## config.mk

```make
export PLATFORM = sky130hd
export DESIGN_NAME = rosc_regs
export DESIGN_NICKNAME = d
export VERILOG_FILES = /design/src/rosc_regs.v
export VERILOG_INCLUDE_DIRS = /design/src
export SDC_FILE = /design/constraint.sdc
export NUM_CORES = 1
export LEC_CHECK = 0
export BUFFER_PORTS_ARGS = -buffer_cell sky130_fd_sc_hd__buf_2
export CAP_MARGIN = 25
export CORE_UTILIZATION = 40
export DETAILED_ROUTE_END_ITERATION = 8
export PLACE_DENSITY = 0.61
export SYNTH_ARGS = -nofsm -noshare
export SYNTH_HDL_FRONTEND = slang
export SYNTH_SLANG_ARGS = --single-unit
```

## constraint.sdc

```tcl
create_clock -name aclk -period 9.8 [get_ports aclk]
set_input_delay 0.49 -clock aclk [delete_from_list [all_inputs] [get_ports aclk]]
set_output_delay 0.49 -clock aclk [all_outputs]
set_load 0.01 [all_outputs]
```

## src/rosc_defines.vh

```
`ifndef ROSC_DEFINES_VH
`define ROSC_DEFINES_VH
// ----------------------------------------
// Register indices and address width
// ----------------------------------------
`define ROSC_IDX_ON        18'h04078
`define ROSC_IDX_SLEEP     18'h04079
`define ROSC_IDX_HWCTL     18'h0407C
`define ROSC_IDX_STATUS    18'h0407D
`define ROSC_ADDR_W        18
// ----------------------------------------
// Field positions
// ----------------------------------------
`define ROSC_SLOT_HI       15
`define ROSC_SLOT_LO       13
`define ROSC_MODE_BIT      8
`define ROSC_VSEL_HI       4
`define ROSC_VSEL_LO       0
`define ROSC_HWVSEL_BIT    10
// ----------------------------------------
// Reset values and codes
// ----------------------------------------
`define ROSC_ON_RESET      16'h0000
`define ROSC_SLEEP_RESET   16'h0100
`define ROSC_HWCTL_RESET   16'h0000
`define ROSC_ON_MASK       16'hE11F
`define ROSC_HWCTL_MASK    16'h0400
`define ROSC_SLOT_HW1      3'h6
`define ROSC_SLOT_HW2      3'h7
`define ROSC_SLOT_OFF      3'h0
`define ROSC_VSTEP_KNEE    5'h0E
`define ROSC_MV_BASE_LO    12'h384
`define ROSC_MV_STEP_LO    12'h032
`define ROSC_MV_BASE_HI    12'h6A4
`define ROSC_MV_STEP_HI    12'h064
`define ROSC_RESP_OKAY     2'h0
`define ROSC_RESP_SLVERR   2'h2
`endif

```

## src/rosc_regs.v

```verilog
// Design decision made here: the AXI4-Lite slave port.
`timescale 1ns/1ps
`include "rosc_defines.vh"

module rosc_regs (
  // Clock and reset
  input  wire        aclk,
  input  wire        aresetn,
  // Write address channel
  input  wire [17:0] awaddr,
  input  wire [2:0]  awprot,
  input  wire        awvalid,
  output reg         awready,
  // Write data channel
  input  wire [31:0] wdata,
  input  wire [3:0]  wstrb,
  input  wire        wvalid,
  output reg         wready,
  // Write response channel
  output reg  [1:0]  bresp,
  output reg         bvalid,
  input  wire        bready,
  // Read address channel
  input  wire [17:0] araddr,
  input  wire [2:0]  arprot,
  input  wire        arvalid,
  output reg         arready,
  // Read data channel
  output reg  [31:0] rdata,
  output reg  [1:0]  rresp,
  output reg         rvalid,
  input  wire        rready,
  // Sequencer timeslot events
  input  wire        startup_slot_pulse,
  input  wire        sleep_slot_pulse,
  input  wire [2:0]  slot_number,
  // Hardware enable inputs
  input  wire        hw_enable_1,
  input  wire        hw_enable_2,
  // Channel controls to the regulator
  output reg         channel_enable,
  output reg         channel_sleep,
  output reg         channel_low_power,
  output reg  [4:0]  channel_voltage_code,
  output reg  [11:0] channel_millivolts
);

  // ----------------------------------------
  // Functions
  // ----------------------------------------
  // Voltage code to millivolts, two step ranges
  function [11:0] code_to_mv;
    input [4:0] code;
    begin
      if (code <= `ROSC_VSTEP_KNEE) begin
        code_to_mv = `ROSC_MV_BASE_LO + `ROSC_MV_STEP_LO * {7'h00, code};
      end else begin
        code_to_mv = `ROSC_MV_BASE_HI
                   + `ROSC_MV_STEP_HI * {7'h00, code - 5'h0F};
      end
    end
  endfunction

  // Byte address to register index
  function [17:0] addr_index;
    input [17:0] addr;
    begin
      addr_index = {2'h0, addr[17:2]};
    end
  endfunction

  // Sleep slot code to the timeslot in which it acts
  function [2:0] sleep_slot_of;
    input [2:0] code;
    begin
      if (code == 3'h0) begin
        sleep_slot_of = 3'h5;
      end else if (code == 3'h6) begin
        sleep_slot_of = 3'h3;
      end else if (code == 3'h7) begin
        sleep_slot_of = 3'h1;
      end else begin
        sleep_slot_of = 3'h6 - code;
      end
    end
  endfunction

  // Byte-lane merge of a write into a 16-bit register
  function [15:0] merge;
    input [15:0] old;
    input [31:0] data;
    input [3:0]  strb;
    input [15:0] mask;
    begin
      merge[7:0]  = strb[0] ? data[7:0]  : old[7:0];
      merge[15:8] = strb[1] ? data[15:8] : old[15:8];
      merge       = merge & mask;
    end
  endfunction

  // ----------------------------------------
  // Registers and field views
  // ----------------------------------------
  reg  [15:0] on_ctrl;
  reg  [15:0] sleep_ctrl;
  reg  [15:0] hw_ctrl;
  reg  [17:0] aw_addr_held;
  reg  [31:0] w_data_held;
  reg  [3:0]  w_strb_held;
  reg         aw_held;
  reg         w_held;
  reg         asleep;

  wire [2:0] on_timeslot_select    = on_ctrl[`ROSC_SLOT_HI:`ROSC_SLOT_LO];
  wire       on_power_mode         = on_ctrl[`ROSC_MODE_BIT];
  wire [4:0] on_voltage_code       = on_ctrl[`ROSC_VSEL_HI:`ROSC_VSEL_LO];
  wire [2:0] sleep_timeslot_select = sleep_ctrl[`ROSC_SLOT_HI:`ROSC_SLOT_LO];
  wire       sleep_power_mode      = sleep_ctrl[`ROSC_MODE_BIT];
  wire [4:0] sleep_voltage_code    = sleep_ctrl[`ROSC_VSEL_HI:`ROSC_VSEL_LO];
  wire       hw_control_voltage_choice = hw_ctrl[`ROSC_HWVSEL_BIT];

  wire       hw_mode  = (on_timeslot_select == `ROSC_SLOT_HW1)
                     || (on_timeslot_select == `ROSC_SLOT_HW2);
  wire       hw_level = (on_timeslot_select == `ROSC_SLOT_HW1)
                     ? hw_enable_1 : hw_enable_2;
  wire       sleep_disables = (sleep_timeslot_select != 3'h0)
                           && (sleep_timeslot_select < 3'h6);
  wire       sleep_hit = sleep_slot_pulse
                      && (slot_number == sleep_slot_of(sleep_timeslot_select));
  wire       on_hit    = startup_slot_pulse && (slot_number == on_timeslot_select);
  wire       aw_fire   = awvalid && awready;
  wire       w_fire    = wvalid && wready;
  wire       ar_fire   = arvalid && arready;
  wire       do_write  = aw_held && w_held && !bvalid;
  wire [17:0] w_index  = addr_index(aw_addr_held);
  wire [17:0] r_index  = addr_index(araddr);

  // ----------------------------------------
  // Write channels
  // ----------------------------------------
  // Address and data latch independently; response follows both
  always @(posedge aclk) begin
    if (!aresetn) begin
      awready      <= 1'b0;
      wready       <= 1'b0;
      aw_held      <= 1'b0;
      w_held       <= 1'b0;
      aw_addr_held <= 18'h00000;
      w_data_held  <= 32'h00000000;
      w_strb_held  <= 4'h0;
      bvalid       <= 1'b0;
      bresp        <= `ROSC_RESP_OKAY;
    end else begin
      if (!aw_held && !awready && !bvalid) begin
        awready <= 1'b1;
      end else if (aw_fire) begin
        awready      <= 1'b0;
        aw_held      <= 1'b1;
        aw_addr_held <= awaddr;
      end
      if (!w_held && !wready && !bvalid) begin
        wready <= 1'b1;
      end else if (w_fire) begin
        wready      <= 1'b0;
        w_held      <= 1'b1;
        w_data_held <= wdata;
        w_strb_held <= wstrb;
      end
      if (do_write) begin
        aw_held <= 1'b0;
        w_held  <= 1'b0;
        bvalid  <= 1'b1;
        if (w_index == `ROSC_IDX_ON || w_index == `ROSC_IDX_SLEEP
            || w_index == `ROSC_IDX_HWCTL || w_index == `ROSC_IDX_STATUS) begin
          bresp <= `ROSC_RESP_OKAY;
        end else begin
          bresp <= `ROSC_RESP_SLVERR;
        end
      end else if (bvalid && bready) begin
        bvalid <= 1'b0;
      end
    end
  end

  // Register writes; status is read only
  always @(posedge aclk) begin
    if (!aresetn) begin
      on_ctrl    <= `ROSC_ON_RESET;
      sleep_ctrl <= `ROSC_SLEEP_RESET;
      hw_ctrl    <= `ROSC_HWCTL_RESET;
    end else if (do_write) begin
      if (w_index == `ROSC_IDX_ON) begin
        on_ctrl <= merge(on_ctrl, w_data_held, w_strb_held, `ROSC_ON_MASK);
      end else if (w_index == `ROSC_IDX_SLEEP) begin
        sleep_ctrl <= merge(sleep_ctrl, w_data_held, w_strb_held, `ROSC_ON_MASK);
      end else if (w_index == `ROSC_IDX_HWCTL) begin
        hw_ctrl <= merge(hw_ctrl, w_data_held, w_strb_held, `ROSC_HWCTL_MASK);
      end
    end
  end

  // ----------------------------------------
  // Read channels
  // ----------------------------------------
  // One read in flight; data captured at the address handshake
  always @(posedge aclk) begin
    if (!aresetn) begin
      arready <= 1'b0;
      rvalid  <= 1'b0;
      rdata   <= 32'h00000000;
      rresp   <= `ROSC_RESP_OKAY;
    end else if (ar_fire) begin
      arready <= 1'b0;
      rvalid  <= 1'b1;
      rresp   <= `ROSC_RESP_OKAY;
      if (r_index == `ROSC_IDX_ON) begin
        rdata <= {16'h0000, on_ctrl};
      end else if (r_index == `ROSC_IDX_SLEEP) begin
        rdata <= {16'h0000, sleep_ctrl};
      end else if (r_index == `ROSC_IDX_HWCTL) begin
        rdata <= {16'h0000, hw_ctrl};
      end else if (r_index == `ROSC_IDX_STATUS) begin
        rdata <= {24'h000000, channel_voltage_code,
                  channel_low_power, channel_sleep, channel_enable};
      end else begin
        rdata <= 32'h00000000;
        rresp <= `ROSC_RESP_SLVERR;
      end
    end else if (rvalid && rready) begin
      rvalid  <= 1'b0;
      arready <= 1'b1;
    end else if (!rvalid) begin
      arready <= 1'b1;
    end
  end

  // ----------------------------------------
  // Channel sequencing
  // ----------------------------------------
  // Enable and sleep state from timeslot events; in hardware mode enable follows the hardware enable input
  always @(posedge aclk) begin
    if (!aresetn) begin
      channel_enable <= 1'b0;
      asleep         <= 1'b0;
    end else if (hw_mode) begin
      channel_enable <= hw_level;
      if (sleep_hit) begin
        asleep <= 1'b1;
      end else if (startup_slot_pulse && slot_number == 3'h1) begin
        asleep <= 1'b0;
      end
    end else if (on_timeslot_select == `ROSC_SLOT_OFF) begin
      channel_enable <= 1'b0;
      asleep         <= 1'b0;
    end else if (on_hit) begin
      channel_enable <= 1'b1;
      asleep         <= 1'b0;
    end else if (sleep_hit && sleep_disables) begin
      channel_enable <= 1'b0;
      asleep         <= 1'b0;
    end else if (sleep_hit) begin
      asleep <= 1'b1;
    end
  end

  // ----------------------------------------
  // Operating point
  // ----------------------------------------
  // Mode and voltage follow the state; hardware control picks the voltage by choice bit
  always @(posedge aclk) begin
    if (!aresetn) begin
      channel_sleep        <= 1'b0;
      channel_low_power    <= 1'b0;
      channel_voltage_code <= 5'h00;
      channel_millivolts   <= `ROSC_MV_BASE_LO;
    end else begin
      channel_sleep     <= asleep;
      channel_low_power <= asleep ? sleep_power_mode : on_power_mode;
      if (hw_mode) begin
        channel_voltage_code <= hw_control_voltage_choice
                              ? sleep_voltage_code : on_voltage_code;
        channel_millivolts   <= code_to_mv(hw_control_voltage_choice
                              ? sleep_voltage_code : on_voltage_code);
      end else begin
        channel_voltage_code <= asleep ? sleep_voltage_code : on_voltage_code;
        channel_millivolts   <= code_to_mv(asleep ? sleep_voltage_code
                                                  : on_voltage_code);
      end
    end
  end

endmodule // rosc_regs

```

* Word level (Yosys, flattened, before mapping)
Index checks and enable logic that the tools add are counted.
Word-level totals: flip-flop bits (word level) 119, logic and storage cells 145, output and inout bits 61
Operators by class: bitwise operators 5, multiply operators 4, add/subtract/negate cells 7, muxes and demuxes 41, order comparisons 3, eq/ne operators 17, reductions and logical operators 44
Operator list (count):
- 16-bit by 15-bit == test with 1-bit output (second input constant) | 8
- 5-bit by 5-bit multiplier with 10-bit output (first input constant) | 4
- 12-bit two-way mux | 3
- 16-bit two-way mux | 2
- 10-bit by 11-bit adder with 12-bit output (first input constant) | 2
- 11-bit by 12-bit adder with 12-bit output (first input constant) | 2
- 1-bit two-way mux | 23
- 1-bit logical AND | 16
- 5-bit two-way mux | 3
- 3-bit == test (second input constant) | 4
- 11-bit two-way mux | 1
- 5-bit by 4-bit <= comparator with 1-bit output (second input constant) | 2
- 2-bit two-way mux | 5
- 5-bit by 4-bit subtractor with 5-bit output (second input constant) | 2
- 3-bit two-way mux | 3
- 8-bit two-way mux | 1
- 4-bit AND reduction | 2
- 2-bit nonzero test | 4
- 3-bit == test | 2
- 3-bit zero test | 2
- 2-bit AND reduction | 3
- 3-bit AND reduction | 2
- 1-bit zero test | 5
- 1-bit inverter | 5
- 11 further kinds | 15

* Logic depth before layout (Yosys ltp)
word-level depth 11, mapped depth 20, mapped depth without buffers 18

* Worst setup path after synthesis
OpenSTA, ideal clock, no wires.
path kind reg2reg, from reg asleep, to reg channel_millivolts[10], path buffers 2, arrival 4.060 ns, cell stages (with the launch flop) 19, slack 5.599 ns, path through dfxtp_1 > buf_4 > buf_2 > a21oi_1 > inv_1 > ha_1 > nand2_1 > xnor2_2 > inv_1 > ha_1 > ha_1 > ha_1 > fa_1 > a21o_1 > a21oi_1 > xnor3_1 > or3b_1 > a21oi_1 > a311oi_1
On the way: word-level cells in the longest chain between the ends 6, elaborated cells on any way between the ends 9, classes of those cells add/sub (3); mul (2); order compare (1); mux (3)
Ends and longest elaborated chain:
- from (decl) | line rosc_regs.v:112 | reg asleep;
- from (signal assigned) | line rosc_regs.v:244 | asleep <= 1'b0;
- from (signal assigned) | line rosc_regs.v:248 | asleep <= 1'b1;
- from (signal assigned) | line rosc_regs.v:250 | asleep <= 1'b0;
- 5-bit two-way mux * | line rosc_regs.v:286 | channel_millivolts <= code_to_mv(asleep ? sleep_voltage_code
- 5-bit by 4-bit subtractor with 5-bit output | line rosc_regs.v:59 | + `ROSC_MV_STEP_HI * {7'h00, code - 5'h0F};
- 5-bit by 5-bit multiplier with 10-bit output (no line)
- 11-bit by 12-bit adder with 12-bit output (no line)
- 12-bit two-way mux * | line rosc_regs.v:55 | if (code <= `ROSC_VSTEP_KNEE) begin
- 12-bit two-way mux * | line rosc_regs.v:279 | if (hw_mode) begin
- to (signal assigned) | line rosc_regs.v:275 | channel_millivolts <= `ROSC_MV_BASE_LO;
- to (signal assigned) | line rosc_regs.v:282 | channel_millivolts <= code_to_mv(hw_control_voltage_choice
- to (signal assigned) | line rosc_regs.v:286
- to (decl) | line rosc_regs.v:45 | output reg [11:0] channel_millivolts
Every way passes the cells marked *; elsewhere a longest branch is shown, timed or not. A chain may end at the register's enable or synchronous reset.

* Worst setup path after layout
Ends and elaborated chain as after synthesis.

==> results.md <==
- Status: finished clean
- Power Dens Cells: approximately 110 nW/µm²
- Post_cts resized: 0
- RSZ-0062 raised after global routing: no
- Mapped Cells: roughly 800
- Core area: 15800 µm²
- Hold path cells: 3
- First-pass GRT wire length: 25.0 mm
- IO Pins: 153
- Mapped Avg Cell Area: 8.21 µm²
- Sequential element share of the synthesized area: 0.275
- Clock sink count: 89
- VDD IR max: between 0.07 and 0.08 mV
- Crit path DAT: 5.30 ns
- Clk_skew: a little over 0.01 ns
- DR WL/cell: 14.2 µm
- DP Wirelength: 11.6 mm
- Die X: 129 µm
- Slew @ Worst Pin: 0.807 ns
- Worst Setup End Kind: flop
- Share of the clock period used by the worst path: 0.518
- Setup-failing EPs final: 0
- Largest net degree at the start of global routing: 59
- Cell Area, Synth: 6480 µm²
- Post-layout nets: 1018
- CP max FO: 17
- Hold_buf cts: 0
- Clock tree from TritonCTS: done
- Die Area: 16700 µm²
- Row cnt: 46
- Initial Util: 0.410
- DRT Pass-1 Iters: 4
- Vias per cell: 5.10
- FFs w/ async S/R, synth: 0
- GRT Total Usage: 0.190
- Setup TNS: 0 ns
- Setup Buffers After CTS: 0
- Uppermost layer routed: met4
- Clk buf depth: 2
- Worst Reg-to-Reg Cells: 17
- Slew headroom: 0.460
- Clock transition at path regs: 0.07 ns
- Share of cells above drive strength 1: 0.162
- Routed met1 length: 7.40 mm
- Vias: 5523
- Worst hold path type: in2reg
- Max-slew violations: 0
- Final wirelength: about 15 mm
- CTS H-tree lvls: 3
- DRC: 0
- Final ANT Viol Nets: 0
- Total power: 0.778 mW
- Final Hold Vio Count: 0
- Die height: 129 µm
- Met3 wire length: 818 µm
- # port buffers: 96
- Post-synth EDFFs: 0
- GRT overflow: 0
- WP data required: 10.02 ns
- Critical path launch point type: flop
- Antenna Cells: 0
- Worst Setup Path Type: reg2reg
- Max_cap viols: 0
- Yosys warnings: 0
- Area Overhead vs Synth: 12.4%
- Initial antenna violation count: 0
- Post-synth top flop: dfxtp_1
- Shortest period the worst path allows: 5.08 ns
- DR iter-0 viols: 300
- Gpl congestion: 0.823
- Worst skew pair latency: around 0.35 ns
- Worst hold slack: 0.371 ns
- Met2 WL: approximately 7.0 mm
- Vias in the first global route: 4970
- Inserted Clock Buffers: 9
- Leakage: 3.43 nW
- CTS Root Cell: clkbuf_16
- Max frequency: a little under 0.2 GHz
- Post-synthesis cell type count: slightly below 80
- Number of synthesized register bits: 89
## cell type report
type                    count  area (µm²)
fillers                  1596        8540
multi-input cells         625        4290
flip-flops and latches     89        1780
repair buffers            100         510
well taps                 216         270
clock buffers               9         225
inverters                  36         138
clock inverters             7        72.6
## placed cells by master (no fill, tap or decap), drive strengths merged, types with 4 or more instances in the layout
| cell type | netlist | routed |
|---|---|---|
| nor2 | 65 | 65 |
| fa | 4 | 4 |
| o31ai | 4 | 4 |
| a31oi | 6 | 6 |
| ha | 61 | 61 |
| a21o | 12 | 12 |
| nor2b | 5 | 5 |
| and2 | 7 | 7 |
| a221oi | 5 | 5 |
| o21ai | 25 | 25 |
| o21bai | 4 | 4 |
| conb | 1 | 22 |
| mux2i | 34 | 34 |
| o211ai | 4 | 4 |
| nand3b | 10 | 10 |
| xor2 | 12 | 12 |
| and3 | 10 | 10 |
| nor4b | 5 | 5 |
| nand2 | 124 | 124 |
| nor4 | 5 | 5 |
| dfxtp | 89 | 89 |
| a21oi | 63 | 63 |
| nand4 | 5 | 5 |
| buf | 35 | 100 |
| nand2b | 7 | 7 |
| nand3 | 10 | 10 |
| a211oi | 12 | 12 |
| inv | 36 | 40 |
| nor3 | 12 | 12 |
| clkbuf | 26 | 9 |
| xnor2 | 36 | 36 |
## report_power, final
| part | total, mW | internal, mW | switching [mW] | leakage [nW] |
|---|---|---|---|---|
| clock | 0.350 | 0.180 | 0.170 | 0.143 |
| sequential | 0.377 | 0.370 | 0.00709 | 0.721 |
| combinational | 0.0515 | 0.0203 | 0.0313 | 2.57 |
| total | 0.778 | 0.571 | 0.208 | 3.43 |
## kinds of logic after synthesis
family | Yosys count | synth area share
flops | 89 | 0.275
buf+inv | 97 | 0.0752
simple gates | 285 | 0.215
other cells | 1 | 0.000578
fa+ha+maj | 65 | 0.130
compound gates | 168 | 0.174
xor+xnor | 50 | 0.0741
mux | 35 | 0.0567
## critical path, stage by stage (launching register included)
cell	delay [ns]
dfxtp_1	0.78
nor2b_1	0.13
a21oi_1	0.49
inv_1	0.25
ha_1	0.27
nand2_1	0.11
xnor2_2	0.15
inv_1	0.10
ha_1	0.31
ha_1	0.28
ha_1	0.23
fa_1	0.40
a21o_1	0.20
a21oi_1	0.33
xnor3_1	0.31
or3b_1	0.35
a21oi_1	0.19
a311oi_1	0.07
## routing by layer
layer	global-route usage	up-vias
met3	0.0347	12
li1	-	2860
met2	0.303	129
met4	0.0554	0
met5	0	-
met1	0.261	2522
## state kept, by name, summed over array words and instances (netlist names), 2 cells and up
signal,flops
w_data_held,10
on_ctrl,9
channel_millivolts,11
aw_addr_held,16
w_strb_held,2
sleep_ctrl,9
rdata,13
channel_voltage_code,5
## metrics by stage
step                std cells  area [µm²]  worst slack, ns  utilization
floorplan                 811        6560             5.60            -
global placement         1065        6990             4.82        0.441
detailed placement       1065        6990             4.81        0.441
CTS                      1081        7280             4.78        0.460
global route             1082        7290             4.35        0.461
finish                   1082        7290             4.72        0.461
## synthesized netlist by cell type (5+ instances only)
cell,number,share of area
a211oi_1,12,0.014
a21o_1,12,0.014
a21oi_1,63,0.049
a221oi_1,5,0.0068
and2_1,7,0.0068
and3_1,10,0.0096
buf_2,7,0.0054
buf_4,24,0.028
clkbuf_1,26,0.015
dfxtp_1,89,0.27
ha_1,61,0.12
inv_1,35,0.020
mux2i_1,33,0.051
nand2_1,124,0.072
nand2b_1,7,0.0068
nand3_1,10,0.0077
nand3b_1,10,0.012
nor2_1,65,0.038
nor2b_1,5,0.0048
nor3_1,12,0.0093
o21ai_0,24,0.019
xnor2_1,34,0.046
xor2_1,12,0.016
## final timing paths
check                           slack (ns)  startpoint                      to
worst max-delay path                  4.72      asleep  channel_millivolts[10]
worst max register to register        4.72      asleep  channel_millivolts[10]
worst min register to register        0.44    rdata[3]                rdata[3]
worst min-delay path                  0.37   awaddr[5]         aw_addr_held[5]
Note: power is estimated with default switching activity, not from simulation.
